## src/pin_select_pkg.sv

```systemverilog
/*
 * constants, field layout and bus carrier for the remappable pin-select block.
 * assumes a single system clock and a plain strobe-style register port.
 */
// -----------------------------------------------------------------------------
// Operation
// - serial1 receive follows pin named by selector
// - input selector zero ties input low
// - serial selectors in bits 6-0, rest zero
// - pin 38 takes function from fourth register
// - pin 41 takes function from bits 13-8
// - pin 40 takes function from bits 5-0
// - output registers read bits 15-14, 7-6 zero
// -----------------------------------------------------------------------------
package pin_select_pkg;

    // -------------------------------------------------------------------------
    // bus geometry
    // -------------------------------------------------------------------------
    localparam int ADDR_W    = 4;     // register port address width
    localparam int DATA_W    = 16;    // register width
    localparam int IN_SEL_W  = 7;     // input selector field width
    localparam int OUT_SEL_W = 6;     // output selector field width
    localparam int OUT_PINS  = 4;     // remappable outputs 38 to 41

    // -------------------------------------------------------------------------
    // register offsets (16-bit words, byte addressed)
    // -------------------------------------------------------------------------
    localparam logic [ADDR_W-1:0] OFS_ENC_SEL = 4'h0;  // encoder home/index
    localparam logic [ADDR_W-1:0] OFS_RX1_SEL = 4'h2;  // serial1 receive
    localparam logic [ADDR_W-1:0] OFS_RX2_SEL = 4'h4;  // serial2 receive
    localparam logic [ADDR_W-1:0] OFS_OUT_A   = 4'h6;  // pins 38 and 39
    localparam logic [ADDR_W-1:0] OFS_OUT_B   = 4'h8;  // pins 40 and 41

    // -------------------------------------------------------------------------
    // field positions
    // -------------------------------------------------------------------------
    localparam int HOME_LSB   = 8;    // encoder home selector
    localparam int INDEX_LSB  = 0;    // encoder index selector
    localparam int RX_LSB     = 0;    // serial receive selectors
    localparam int OUT_LO_LSB = 0;    // pins 38 / 40
    localparam int OUT_HI_LSB = 8;    // pins 39 / 41

    // -------------------------------------------------------------------------
    // reset values and special codes
    // -------------------------------------------------------------------------
    localparam logic [IN_SEL_W-1:0]  IN_SEL_RST  = 7'h00;  // ground
    localparam logic [OUT_SEL_W-1:0] OUT_SEL_RST = 6'h00;  // no function
    localparam logic [DATA_W-1:0]    RD_RST      = 16'h0000;

    // -------------------------------------------------------------------------
    // register port request carrier
    // -------------------------------------------------------------------------
    typedef struct packed {
        logic [ADDR_W-1:0] addr;    // word byte address
        logic [DATA_W-1:0] wdata;   // write data
        logic              wr;      // write strobe
        logic              rd;      // read strobe
    } reg_req_type;

endpackage

```

## src/remappable_pin_select.sv

```systemverilog
/*
 * remappable pin-select: software selectors route pins to peripheral
 * inputs and peripheral functions to output pins 38 to 41.
 * assumes inputs synchronous to clk_sys and a master that never waits.
 */
// Design decisions made here: the strobed register port and the address map.
`timescale 1ns/1ps

module remappable_pin_select (
    input  wire logic                               clk_sys,
    input  wire logic                               rst_n,
    input  pin_select_pkg::reg_req_type             bus_req,
    output logic [pin_select_pkg::DATA_W-1:0]       rd_data_reg,
    input  wire logic [(1<<pin_select_pkg::IN_SEL_W)-1:0]  pin_in,
    input  wire logic [(1<<pin_select_pkg::OUT_SEL_W)-1:0] func_out,
    output logic                                    encoder_home_in,
    output logic                                    encoder_index_in,
    output logic                                    serial1_receive_input,
    output logic                                    serial2_receive_input,
    output logic [pin_select_pkg::OUT_PINS-1:0]     pin_out,
    output logic [pin_select_pkg::OUT_PINS-1:0]     pin_oe_reg
);

    // -------------------------------------------------------------------------
    // selector storage
    // -------------------------------------------------------------------------
    localparam int IW = pin_select_pkg::IN_SEL_W;   // input code width
    localparam int OW = pin_select_pkg::OUT_SEL_W;  // output code width
    localparam int NO = pin_select_pkg::OUT_PINS;   // output pin count

    logic [IW-1:0] encoder_home_input_selector_reg;   // home selector
    logic [IW-1:0] encoder_home_input_selector_next;
    logic [IW-1:0] encoder_index_input_selector_reg;  // index selector
    logic [IW-1:0] encoder_index_input_selector_next;
    logic [IW-1:0] serial1_receive_selector_reg;      // serial1 receive
    logic [IW-1:0] serial1_receive_selector_next;
    logic [IW-1:0] serial2_receive_selector_reg;      // serial2 receive
    logic [IW-1:0] serial2_receive_selector_next;
    logic [OW-1:0] out_fn_reg  [NO];                  // index 0 is pin 38
    logic [OW-1:0] out_fn_next [NO];

    // -------------------------------------------------------------------------
    // register write decode
    // -------------------------------------------------------------------------
    // writes to unmapped offsets are dropped; bits outside fields are ignored
    always_comb begin
        encoder_home_input_selector_next  = encoder_home_input_selector_reg;
        encoder_index_input_selector_next = encoder_index_input_selector_reg;
        serial1_receive_selector_next     = serial1_receive_selector_reg;
        serial2_receive_selector_next     = serial2_receive_selector_reg;
        for (int i = 0; i < NO; i++) begin
            out_fn_next[i] = out_fn_reg[i];
        end
        if (bus_req.wr) begin
            case (bus_req.addr)
                pin_select_pkg::OFS_ENC_SEL: begin
                    encoder_home_input_selector_next  =
                        bus_req.wdata[pin_select_pkg::HOME_LSB +: IW];
                    encoder_index_input_selector_next =
                        bus_req.wdata[pin_select_pkg::INDEX_LSB +: IW];
                end
                pin_select_pkg::OFS_RX1_SEL: begin
                    // only bits 6-0 stored
                    serial1_receive_selector_next =
                        bus_req.wdata[pin_select_pkg::RX_LSB +: IW];
                end
                pin_select_pkg::OFS_RX2_SEL: begin
                    serial2_receive_selector_next =
                        bus_req.wdata[pin_select_pkg::RX_LSB +: IW];
                end
                pin_select_pkg::OFS_OUT_A: begin
                    // pin 38 from low field, pin 39 from high field
                    out_fn_next[0] = bus_req.wdata[pin_select_pkg::OUT_LO_LSB +: OW];
                    out_fn_next[1] = bus_req.wdata[pin_select_pkg::OUT_HI_LSB +: OW];
                end
                pin_select_pkg::OFS_OUT_B: begin
                    // pin 40 from low field, pin 41 from high field
                    out_fn_next[2] = bus_req.wdata[pin_select_pkg::OUT_LO_LSB +: OW];
                    out_fn_next[3] = bus_req.wdata[pin_select_pkg::OUT_HI_LSB +: OW];
                end
                default: begin
                    // unmapped: nothing stored
                end
            endcase
        end
    end

    // selectors clear on reset so nothing is routed before software acts
    always_ff @(posedge clk_sys or negedge rst_n) begin
        if (!rst_n) begin
            encoder_home_input_selector_reg  <= pin_select_pkg::IN_SEL_RST;
            encoder_index_input_selector_reg <= pin_select_pkg::IN_SEL_RST;
            serial1_receive_selector_reg     <= pin_select_pkg::IN_SEL_RST;
            serial2_receive_selector_reg     <= pin_select_pkg::IN_SEL_RST;
            for (int i = 0; i < NO; i++) begin
                out_fn_reg[i] <= pin_select_pkg::OUT_SEL_RST;
            end
        end else begin
            encoder_home_input_selector_reg  <= encoder_home_input_selector_next;
            encoder_index_input_selector_reg <= encoder_index_input_selector_next;
            serial1_receive_selector_reg     <= serial1_receive_selector_next;
            serial2_receive_selector_reg     <= serial2_receive_selector_next;
            for (int i = 0; i < NO; i++) begin
                out_fn_reg[i] <= out_fn_next[i];
            end
        end
    end

    // -------------------------------------------------------------------------
    // register read path
    // -------------------------------------------------------------------------
    logic [pin_select_pkg::DATA_W-1:0] rd_data_next;   // read word

    // data valid only in the cycle after the read strobe; zero otherwise
    always_comb begin
        rd_data_next = pin_select_pkg::RD_RST;
        if (bus_req.rd) begin
            case (bus_req.addr)
                pin_select_pkg::OFS_ENC_SEL: begin
                    rd_data_next[pin_select_pkg::HOME_LSB +: IW]  = encoder_home_input_selector_reg;
                    rd_data_next[pin_select_pkg::INDEX_LSB +: IW] = encoder_index_input_selector_reg;
                end
                pin_select_pkg::OFS_RX1_SEL: begin
                    // bits 15-7 stay zero
                    rd_data_next[pin_select_pkg::RX_LSB +: IW] = serial1_receive_selector_reg;
                end
                pin_select_pkg::OFS_RX2_SEL: begin
                    rd_data_next[pin_select_pkg::RX_LSB +: IW] = serial2_receive_selector_reg;
                end
                pin_select_pkg::OFS_OUT_A: begin
                    // bits 15-14 and 7-6 stay zero
                    rd_data_next[pin_select_pkg::OUT_LO_LSB +: OW] = out_fn_reg[0];
                    rd_data_next[pin_select_pkg::OUT_HI_LSB +: OW] = out_fn_reg[1];
                end
                pin_select_pkg::OFS_OUT_B: begin
                    rd_data_next[pin_select_pkg::OUT_LO_LSB +: OW] = out_fn_reg[2];
                    rd_data_next[pin_select_pkg::OUT_HI_LSB +: OW] = out_fn_reg[3];
                end
                default: begin
                    // unmapped reads return zero
                    rd_data_next = pin_select_pkg::RD_RST;
                end
            endcase
        end
    end

    // read data register
    always_ff @(posedge clk_sys or negedge rst_n) begin
        if (!rst_n) begin
            rd_data_reg <= pin_select_pkg::RD_RST;
        end else begin
            rd_data_reg <= rd_data_next;
        end
    end

    // -------------------------------------------------------------------------
    // peripheral input routing
    // -------------------------------------------------------------------------
    // pin_in bit n is remappable input pin n; bit 0 is never used since
    // code zero means ground, which the selector handles itself

    sel_mux #(.SEL_W(IW)) home_mux (
        .clk_sys (clk_sys),
        .rst_n   (rst_n),
        .sel     (encoder_home_input_selector_reg),
        .src     (pin_in),
        .out_reg (encoder_home_in)
    );

    sel_mux #(.SEL_W(IW)) index_mux (
        .clk_sys (clk_sys),
        .rst_n   (rst_n),
        .sel     (encoder_index_input_selector_reg),
        .src     (pin_in),
        .out_reg (encoder_index_in)
    );

    // serial1 receive follows the chosen pin, e.g. code 7'h79 picks pin 121
    sel_mux #(.SEL_W(IW)) rx1_mux (
        .clk_sys (clk_sys),
        .rst_n   (rst_n),
        .sel     (serial1_receive_selector_reg),
        .src     (pin_in),
        .out_reg (serial1_receive_input)
    );

    sel_mux #(.SEL_W(IW)) rx2_mux (
        .clk_sys (clk_sys),
        .rst_n   (rst_n),
        .sel     (serial2_receive_selector_reg),
        .src     (pin_in),
        .out_reg (serial2_receive_input)
    );

    // -------------------------------------------------------------------------
    // output pin routing
    // -------------------------------------------------------------------------
    // function zero means no peripheral: pin low and not driven
    genvar g;
    generate
        for (g = 0; g < NO; g++) begin : g_out
            sel_mux #(.SEL_W(OW)) out_mux (
                .clk_sys (clk_sys),
                .rst_n   (rst_n),
                .sel     (out_fn_reg[g]),
                .src     (func_out),
                .out_reg (pin_out[g])
            );
        end
    endgenerate

    logic [NO-1:0] pin_oe_next;   // drive enables

    // enable tracks a non-zero function, same latency as the data
    always_comb begin
        for (int i = 0; i < NO; i++) begin
            pin_oe_next[i] = (out_fn_reg[i] != pin_select_pkg::OUT_SEL_RST);
        end
    end

    // enables off from reset until a function is chosen
    always_ff @(posedge clk_sys or negedge rst_n) begin
        if (!rst_n) begin
            pin_oe_reg <= '0;
        end else begin
            pin_oe_reg <= pin_oe_next;
        end
    end

endmodule

```

## src/sel_mux.sv

```systemverilog
/*
 * one registered pin/function selector: picks one source bit by code.
 * assumes sources synchronous to clk_sys; code zero always yields low.
 */
`timescale 1ns/1ps

module sel_mux #(
    parameter int SEL_W = 7            // selector code width
) (
    input  wire logic                  clk_sys,
    input  wire logic                  rst_n,
    input  wire logic [SEL_W-1:0]      sel,
    input  wire logic [(1<<SEL_W)-1:0] src,
    output logic                       out_reg
);

    // -------------------------------------------------------------------------
    // selection
    // -------------------------------------------------------------------------
    logic out_next;   // value for next edge

    // code zero is ground, any other code indexes the source vector
    always_comb begin
        if (sel == '0) begin
            out_next = 1'b0;
        end else begin
            out_next = src[sel];
        end
    end

    // registered so every routed signal leaves from a flop
    always_ff @(posedge clk_sys or negedge rst_n) begin
        if (!rst_n) begin
            out_reg <= 1'b0;
        end else begin
            out_reg <= out_next;
        end
    end

endmodule

```

## config.mk

```make
export PLATFORM = sky130hd
export DESIGN_NAME = remappable_pin_select
export DESIGN_NICKNAME = d
export VERILOG_FILES = /design/src/pin_select_pkg.sv /design/src/remappable_pin_select.sv /design/src/sel_mux.sv
export SDC_FILE = /design/constraint.sdc
export NUM_CORES = 1
export LEC_CHECK = 0
export BUFFER_PORTS_ARGS = -buffer_cell sky130_fd_sc_hd__buf_2
export CORE_ASPECT_RATIO = 1.5
export CORE_MARGIN = 1.5
export CORE_UTILIZATION = 61
export CTS_CLUSTER_DIAMETER = 60
export DETAILED_ROUTE_END_ITERATION = 16
export GPL_TIMING_DRIVEN = 0
export PLACE_DENSITY = 0.88
export SETUP_SLACK_MARGIN = 0.3
export SYNTH_ARGS = -nofsm -noshare
export SYNTH_HDL_FRONTEND = slang
export SYNTH_HIERARCHICAL = 1
export SYNTH_SLANG_ARGS = --single-unit
```

## constraint.sdc

```tcl
create_clock -name clk_sys -period 3.3 [get_ports clk_sys]
set_input_delay 0.165 -clock clk_sys [delete_from_list [all_inputs] [get_ports clk_sys]]
set_output_delay 0.165 -clock clk_sys [all_outputs]
set_load 0.05 [all_outputs]
```

==> results of run 1 <==
cell usage after synthesis, drive strengths merged:
| master | count | area share |
|---|---|---|
| a221oi | 4 | 0.0033 |
| a311oi | 4 | 0.0033 |
| a41oi | 4 | 0.0033 |
| a222oi | 1 | 0.00094 |
| o211ai | 4 | 0.0028 |
| dfrtp | 78 | 0.18 |
| a22oi | 25 | 0.018 |
| mux2i | 120 | 0.11 |
| a211oi | 1 | 0.00070 |
| clkbuf | 28 | 0.010 |
| a21oi | 19 | 0.0089 |
| a21boi | 4 | 0.0028 |
| nand4b | 2 | 0.0022 |
| a21o | 4 | 0.0028 |
| nor2b | 9 | 0.0053 |
| mux4 | 164 | 0.37 |
| buf | 58 | 0.051 |
| and3b | 7 | 0.0057 |
| or4b | 4 | 0.0038 |
| nor2 | 21 | 0.0076 |
| a2111oi | 4 | 0.010 |
| nor3b | 17 | 0.015 |
| nand3b | 5 | 0.0047 |
| nand4 | 4 | 0.0023 |
| inv | 4 | 0.0014 |
| nor4b | 5 | 0.0047 |
| o21ai | 20 | 0.0094 |
| a32oi | 4 | 0.0033 |
| a31oi | 4 | 0.0023 |
| conb | 1 | 0.00035 |
| nand2b | 4 | 0.0023 |
| nand2 | 46 | 0.016 |
| nor4 | 13 | 0.0076 |
| mux2 | 88 | 0.093 |
| or4 | 4 | 0.0028 |
| o221ai | 8 | 0.0066 |
| and3 | 7 | 0.0041 |
| and2 | 4 | 0.0023 |
| nand3 | 15 | 0.0075 |
| nor3 | 2 | 0.0025 |
cell type report:
class,count,area [um^2]
antenna,2,5.00
buffer,86,654
clock buffer,10,239
clock inverter,6,52.6
fill,1145,4800
inverter,4,15.0
multi-input combinational,653,8060
sequential,78,1950
tap,213,267
timing repair buffer,239,1230
final timing paths:
kind | start | end | slack, ps | cells past startpoint
worst max-delay path | serial1_receive_selector_reg[1] | rx1_mux/out_reg | 510 | 8
worst min-delay path | bus_req[16] | encoder_home_input_selector_reg[6] | 60 | 2
max in group asynchronous | rst_n | out_fn_reg[21] | 2420 | 3
worst min register to register | encoder_home_input_selector_reg[2] | encoder_home_input_selector_reg[2] | 540 | 1
worst max register to register | serial1_receive_selector_reg[1] | rx1_mux/out_reg | 510 | 8
min in group asynchronous | rst_n | rd_data_reg[12] | 290 | 2
per-layer routing:
metal,up-vias,share of wire,global-route usage
li1,4013,-,-
met4,0,0.094,0.322
met3,247,0.087,0.0734
met2,815,0.50,0.693
met1,4750,0.31,0.412
met5,-,0,0
through the flow:
| stage | total power, mW | util |
|---|---|---|
| floorplan | 4.48 | - |
| finish | 6.79 | 0.722 |
| CTS | 6.66 | 0.722 |
| global route | 7.02 | 0.722 |
| detailed placement | 5.67 | 0.704 |
| global placement | 5.57 | 0.702 |
power breakdown:
group	switching, mW	total [mW]	internal (mW)
logic	2.29	4.38	2.09
clock network	0.432	0.974	0.542
registers	0.273	1.44	1.16
total	3.00	6.79	3.80
worst max-delay path, stage by stage, from the launching register on:
cell and delay, ps:
dfrtp_1 440, buf_4 230, clkbuf_1 470, nor2b_1 470
nand2_1 100, a41oi_1 410, nand4_1 220, a31oi_1 220
a311oi_1 80
cell families after synthesis:
logic type,Yosys count,share of synthesized area
multiplexers,372,0.579
AND/OR/NAND/NOR,169,0.0964
AO/OA/AOI/OAI,110,0.0783
buffers and inverters,90,0.0627
flip-flops,78,0.183
other,1,0.000351
==> qor.yml, run 1 <==
layout_commonest_cell: "buf_2"
syn_area_um2: 10700
postCtsSetupBuffers: 0
synth-seq-area-share: 0.183
grt_overflow: 0
cts_tree: "built"
core_um2: 17300
fin_worst_skew_ps: 5.09
hold_buffers: 1
tightest_slew_ps: 904
routed_wl_um: 36400
clkTransAtPathRegs_ps: 70
vias: 9825
outcome: "complete, no violations"
grt_pass1_wl_um: 54800
num_rows: 59
clockBufferDepth: 2
critPathCaptureType: "flop"
ys_warn_count: 6
routabilityCongestion: 0.971
setup_viol: 0
synth_area_per_cell_um2: 13.0
drive_above_1_share: 0.456
crit_fanout: 10
power.leakage_nw: 5.24
holdWs_ps: 64.1
worstSetupPathType: "flop to flop"
hold_viol_final: 0
syn_to_final_growth_pct: 16.8
final_cell_mix: "buf_2, mux2i_1, mux4_2, mux4_1"
cts_buffers: 9
placed_area_um2: 12200
worstSkewPairLatency_ps: 350
nets: 1287
cts_resized: 0
numPlacedInstances: 1272
antenna_found_initial: 2
tns_ps: 0
yosysUniqueCellTypes: 56
drtIter0Drc: 1026
powerDensity_nw_per_um2: 545
dp_hpwl_um: 28200
cap_viol_max_count: 0
largest_reg_flops: 24
final.period_utilization: 0.845
htree_levels: 3
wire_per_inst_um: 28.2
final_cells: 1291
relSlewSlack: 0.396
holdCritPathClass: "input port to flop"
fin_crit_ps: 2790
clock_sinks: 78
design_area_um2: 12500
ios: 244
dp_slack_ps: 740
maxSlewViolCount: 0
vdd_drop_max_v: 0.000341
timing.fmax_ghz: 0.359
postSynthCellCount: 820
fin_ws_ps: 513
ant_nets: 0
vias_per_cell: 7.61
initial_core_util: 0.618
track_usage: 0.394
drcViolationCount: 0
dr.pass1.iters: 7
worstSetupStartpointType: "flop"
die_w_um: 111
die_area_um2: 18300
required_ps: 3500
cp.arrival_ps: 2990
rsz0062_at_grt: "no"
grt_max_degree: 51
portBuffers: 237
synth_seq_cells: 78
die_h_um: 165
grt_pass1_vias: 9972
root_buffer: "clkbuf_16"
Power figures use the tool's default switching activity.
==> inputs of run 2 (changes only) <==
--- a/config.mk
+++ b/config.mk
@@ -8,11 +8,11 @@
 export BUFFER_PORTS_ARGS = -buffer_cell sky130_fd_sc_hd__buf_2
 export CORE_ASPECT_RATIO = 1.5
 export CORE_MARGIN = 1.5
-export CORE_UTILIZATION = 61
+export CORE_UTILIZATION = 51
 export CTS_CLUSTER_DIAMETER = 60
 export DETAILED_ROUTE_END_ITERATION = 16
 export GPL_TIMING_DRIVEN = 0
-export PLACE_DENSITY = 0.88
+export PLACE_DENSITY = 0.78
 export SETUP_SLACK_MARGIN = 0.3
 export SYNTH_ARGS = -nofsm -noshare
 export SYNTH_HDL_FRONTEND = slang
==> constraint.sdc (replaced) <==
create_clock -name clk_sys -period 2.4 [get_ports clk_sys]
set_input_delay 0.12 -clock clk_sys [delete_from_list [all_inputs] [get_ports clk_sys]]
set_output_delay 0.12 -clock clk_sys [all_outputs]
set_load 0.05 [all_outputs]
==> qor.yml, run 2 (same netlist as run 1, synthesis figures left out) <==
core_um2: 20500  # +19%
final_cell_mix: "buf_2, mux2i_1, mux4_2, mux2_2, dfrtp_1"
cp-startpoint: "encoder_home_input_selector_reg[2]"
regToRegStartpoint: "encoder_home_input_selector_reg[2]"
die_h_um: 180  # +9.2%
cts_buffers: 9  # unchanged
p_seq_frac: 0.198  # -0.013
num_rows: 64  # +8.5%
holdCritPathClass: "input port to flop"
use_met2: 0.606  # -0.0871
min-delay-start: "bus_req[11]"
power.leakage_nw: 5.39  # +2.9%
die_area_um2: 21800  # +19%
relSlewSlack: 0.510  # +0.114
combPwrFrac: 0.652  # +0.007
holdWs_ps: 17.5  # -46.7 ps
cap_viol_max_count: 0  # unchanged
routed_wl_um: 36600  # +0.69%
outcome: "complete, no violations"
nets: 1310  # +1.8%
clkTransAtPathRegs_ps: 60  # about the same
routabilityCongestion: 0.980  # +0.89%
p_switching_mw: 4.21  # +41%
syn_to_final_growth_pct: 21.7
fin_worst_skew_ps: 7.19  # +2.10 ps
worstSkewPairLatency_ps: 350  # about the same
cts_tree: "built"
fin_crit_ps: 2370  # -422 ps
tns_ps: 0  # unchanged
crit_slowest_cell: "dfrtp_1"
rr_endpoint: "home_mux/out_reg"
initial_core_util: 0.521  # -0.0973
crit_fanout: 10  # unchanged
die_w_um: 121  # +9.1%
grt_max_degree: 62  # +22%
timing.fmax_ghz: 0.423  # +18%
worstSetupStartpointType: "flop"
p_sw_frac: 0.424  # -0.0174
fin_ws_ps: 34.7  # -478 ps
drtIter0Drc: 1000  # -2.5%
ios: 244  # unchanged
hold_depth: 2  # unchanged
grt_pass1_vias: 9628  # -3.4%
root_buffer: "clkbuf_16"
grt_overflow: 0  # unchanged
grt-busiest-layer: "met2"
dp_hpwl_um: 28600  # +1.6%
drcViolationCount: 0  # unchanged
powerDensity_nw_per_um2: 765  # +40%
vias_per_cell: 7.02  # -7.8%
numPlacedInstances: 1323  # +4.0%
path_cells: "clkbuf_2 -> buf_4 -> mux4_2 -> mux2i_2 -> nand3b_1 -> a31oi_1 -> a311oi_2"
hold_viol_final: 0  # unchanged
r2r_cells: 7  # -1
max_stage_delay_ps: 390  # -80 ps
maxSlewViolCount: 0  # unchanged
use_met3: 0.0491  # -0.0243
final.period_utilization: 0.986  # +0.141
fillers: 1642  # +43%
rsz0062_at_grt: "yes"
cp.arrival_ps: 2550  # -440 ps
design_area_um2: 13000  # +4.2%
largest_reg_flops: 24  # unchanged
drive_above_1_share: 0.516  # +0.0601
met1_usage: 0.352  # -0.0594
track_usage: 0.335  # -0.0588
power_mw: 9.94  # +46%
critPathBufInv: 2  # unchanged
final_cells: 1366  # +5.8%
utilization: 0.634  # -0.0879
worstSetupPathType: "flop to flop"
antenna_found_initial: 4  # +2
grt_pass1_wl_um: 54900  # +0.28%
placed_area_um2: 12200  # +0.52%
critical-path-top-delay-family: "buffers and inverters"
whs_endpoint: "out_fn_reg[13]"
critPathCaptureType: "flop"
vdd_drop_max_v: 0.000420  # +23%
vias: 9586  # -2.4%
tightest_slew_ps: 733  # -170 ps
dr.pass1.iters: 6  # -1
clkPwrFrac: 0.150  # +0.007
clock_sinks: 78  # unchanged
ant_nets: 0  # unchanged
portBuffers: 237  # unchanged
rrSetupSlack_ps: 30  # -480 ps
setup_viol: 0  # unchanged
layout_commonest_cell: "buf_2"
clockBufferDepth: 2  # unchanged
p_int_mw: 5.73  # +51%
required_ps: 2590  # -910 ps
dp_slack_ps: -396  # -1140 ps
htree_levels: 3  # unchanged
wire_per_inst_um: 26.8  # -4.8%
-- run 2: power by group through the flow --
stage               clock [mW]  combinational [mW]  sequential, mW
floorplan                    0                4.04            2.12
global placement             0                5.79            1.96
detailed placement           0                5.86            1.98
CTS                       1.50                6.24            1.95
finish                    1.49                6.48            1.97
global route              1.55                6.74            2.00
-- run 2: worst max-delay path by stage --
stage	endpoint	slack, ps	cells past startpoint
detailed placement	home_mux/out_reg	-400	8
CTS	home_mux/out_reg	80	6
finish	home_mux/out_reg	30	7
floorplan	rx1_mux/out_reg	400	6
global placement	home_mux/out_reg	-340	8
global route	home_mux/out_reg	9	6
-- run 2: final cells by class --
type	count	area, um^2	area share
sequential	78	1960	0.151
clock inverter	6	93.8	0.00722
tap	264	330	0.0254
buffer	86	777	0.0598
multi-input combinational	653	8140	0.627
timing repair buffer	262	1440	0.111
antenna	4	10.0	0.000770
inverter	4	15.0	0.00116
clock buffer	9	225	0.0173
-- run 2: worst reg2reg max path: cells and delay by family (launching register included) --
kind / cells / cell delay (ps)
mux: 2 / 690
buf+inv: 2 / 680
flops: 1 / 390
compound gates: 2 / 320
simple gates: 1 / 130
-- run 2: per-layer routing --
| metal | vias to the layer above | part of all wire |
|---|---|---|
| met5 | - | 0 |
| met4 | 0 | 0.081 |
| met3 | 186 | 0.071 |
| met2 | 632 | 0.52 |
| met1 | 4721 | 0.32 |
| li1 | 4047 | - |
-- run 2: timing repair --
action                     in CTS  in global routing
resized for setup              64                 33
hold endpoints to repair       37                  0
setup buffers                  14                  6
pin swaps                       6                 10
hold buffers                    1                  0
setup endpoints to repair       8                  8
cloned                          2                  1
==> inputs of run 3 (changes only) <==
--- a/config.mk
+++ b/config.mk
@@ -12,7 +12,7 @@
 export CTS_CLUSTER_DIAMETER = 60
 export DETAILED_ROUTE_END_ITERATION = 16
 export GPL_TIMING_DRIVEN = 0
-export PLACE_DENSITY = 0.78
+export PLACE_DENSITY = 0.79
 export SETUP_SLACK_MARGIN = 0.3
 export SYNTH_ARGS = -nofsm -noshare
 export SYNTH_HDL_FRONTEND = slang
==> constraint.sdc (replaced) <==
create_clock -name clk_sys -period 2 [get_ports clk_sys]
set_input_delay 0.1 -clock clk_sys [delete_from_list [all_inputs] [get_ports clk_sys]]
set_output_delay 0.1 -clock clk_sys [all_outputs]
set_load 0.05 [all_outputs]
==> qor.yml, run 3 (same netlist as run 1, synthesis figures left out) <==
vias_per_cell: 6.94  # -1.0%
grt_max_degree: 68  # +9.7%
dr.pass1.iters: 7  # +1
layout_commonest_cell: "buf_2"
outcome: "finished, violations left"
p_seq_frac: 0.187  # -0.011
cp-startpoint: "encoder_home_input_selector_reg[0]"
clock_sinks: 78  # unchanged
grt_pass1_vias: 9806  # +1.8%
p_switching_mw: 5.25  # +25%
portBuffers: 237  # unchanged
die_area_um2: 21800  # unchanged
clkPwrFrac: 0.145  # -0.005
worstSkewPairLatency_ps: 340  # about the same
p_sw_frac: 0.417  # -0.00615
r2r_cells: 7  # unchanged
wire_per_inst_um: 26.9  # +0.54%
grt_overflow: 0  # unchanged
rr_endpoint: "home_mux/out_reg"
combPwrFrac: 0.668  # +0.016
track_usage: 0.339  # +0.00359
ios: 244  # unchanged
critPathCaptureType: "flop"
powerDensity_nw_per_um2: 939  # +23%
clkTransAtPathRegs_ps: 60  # about the same
power.leakage_nw: 5.49  # +1.9%
cts_tree: "built"
initial_core_util: 0.521  # unchanged
nets: 1343  # +2.5%
grt_pass1_wl_um: 55600  # +1.2%
worstSetupPathType: "flop to flop"
die_w_um: 121  # unchanged
fin_ws_ps: -311  # -346 ps
drive_above_1_share: 0.573  # +0.0569
required_ps: 2190  # -400 ps
vias: 9743  # +1.6%
clockBufferDepth: 2  # unchanged
violations: "negative setup slack"
tightest_slew_ps: 802  # +68.6 ps
rsz0062_at_grt: "yes"
holdCritPathClass: "input port to flop"
seqCellArea_um2: 1960  # +0.19%
maxSlewViolCount: 0  # unchanged
core_um2: 20500  # unchanged
fillers: 1575  # -4.1%
root_buffer: "clkbuf_16"
rrSetupSlack_ps: -310  # -350 ps
dp_slack_ps: -777  # -381 ps
routabilityCongestion: 1.00  # +2.4%
cp-endpoint: "home_mux/out_reg"
die_h_um: 180  # unchanged
cap_viol_max_count: 0  # unchanged
setup_viol: 6  # +6
ant_nets: 0  # unchanged
worstSetupStartpointType: "flop"
design_area_um2: 13400  # +3.0%
fin_worst_skew_ps: 4.04  # -3.15 ps
multi_input_comb_area_um2: 8140  # unchanged
drtIter0Drc: 924  # -7.6%
final.period_utilization: 1.16  # +0.170
largest_reg_flops: 24  # unchanged
hold_viol_final: 0  # unchanged
num_rows: 64  # unchanged
final_cell_mix: "buf_2, mux4_2, mux2i_1, mux2_2, dfrtp_1"
dp_hpwl_um: 28600  # about the same
crit_fanout: 9  # -1
fin_crit_ps: 2310  # -54.5 ps
routed_wl_um: 37800  # +3.3%
cts_buffers: 9  # unchanged
relSlewSlack: 0.464  # -0.0459
antenna_found_initial: 7  # +3
tns_ps: -822  # -822 ps
timing.fmax_ghz: 0.433  # +2.4%
regToRegStartpoint: "encoder_home_input_selector_reg[0]"
p_int_mw: 7.33  # +28%
htree_levels: 3  # unchanged
drcViolationCount: 0  # unchanged
placed_area_um2: 12100  # -0.98%
vdd_drop_max_v: 0.000493  # +17%
cp.arrival_ps: 2500  # -50 ps
syn_to_final_growth_pct: 25.4
-- run 3: what timing repair did --
action | in CTS | in global routing
pin swaps | 15 | 11
endpoints found under the setup margin | 8 | 8
hold endpoints to repair | 79 | 0
hold buffers | 2 | 0
gates cloned | 2 | 4
setup buffers | 24 | 25
resized for setup | 85 | 39
-- run 3: critical path, cell delays in order, from the launching register on --
cell,delay [ps]
dfrtp_2,430
buf_8,160
buf_12,150
mux4_2,520
mux2i_4,270
nor4_2,90
a2111oi_4,350
a311oi_2,180
-- run 3: power by group through the flow --
| stage | Combinational, mW | Sequential [mW] | Clock, mW |
|---|---|---|---|
| finish | 8.40 | 2.36 | 1.82 |
| global route | 8.72 | 2.40 | 1.91 |
| CTS | 7.74 | 2.33 | 1.84 |
| detailed placement | 7.11 | 2.37 | 0 |
| global placement | 7.01 | 2.36 | 0 |
| floorplan | 4.94 | 2.55 | 0 |
-- run 3: how the worst min path moves through the flow --
stage	from	end	slack, ps	cells past startpoint
global placement	bus_req[11]	out_fn_reg[13]	350	2
global route	bus_req[11]	out_fn_reg[13]	10	2
finish	bus_req[11]	out_fn_reg[13]	20	2
CTS	bus_req[11]	out_fn_reg[13]	8	2
floorplan	rst_n	encoder_home_input_selector_reg[0]	-200	0
detailed placement	rst_n	home_mux/out_reg	-40	1
-- run 3: through the flow --
step / cells / power (mW) / utilization / hold WS [ps]
2_1_floorplan: 821 / 7.49 / - / -196
5_1_grt: 1403 / 13.0 / 0.653 / 12.4
4_1_cts: 1367 / 11.9 / 0.632 / 7.85
3_5_place_dp: 1323 / 9.49 / 0.591 / -41.7
3_3_place_gp: 1322 / 9.37 / 0.589 / 351
6_report: 1403 / 12.6 / 0.653 / 17.1
-- run 3: cell type report --
type	instances	share of cell area
multi-input cells	653	0.608
flip-flops and latches	78	0.147
repair buffers	295	0.132
plain buffers	86	0.0611
well taps	264	0.0247
clock buffers	10	0.0178
clock inverters	6	0.00691
diodes	7	0.00131
inverters	4	0.00112
-- run 3: routing by layer --
layer / wire length (um) / GRT usage / part of all wire
met4: 3120 / 0.237 / 0.083
met5: 0 / 0 / 0
met1: 12300 / 0.363 / 0.32
met2: 19600 / 0.596 / 0.52
met3: 2880 / 0.0589 / 0.076
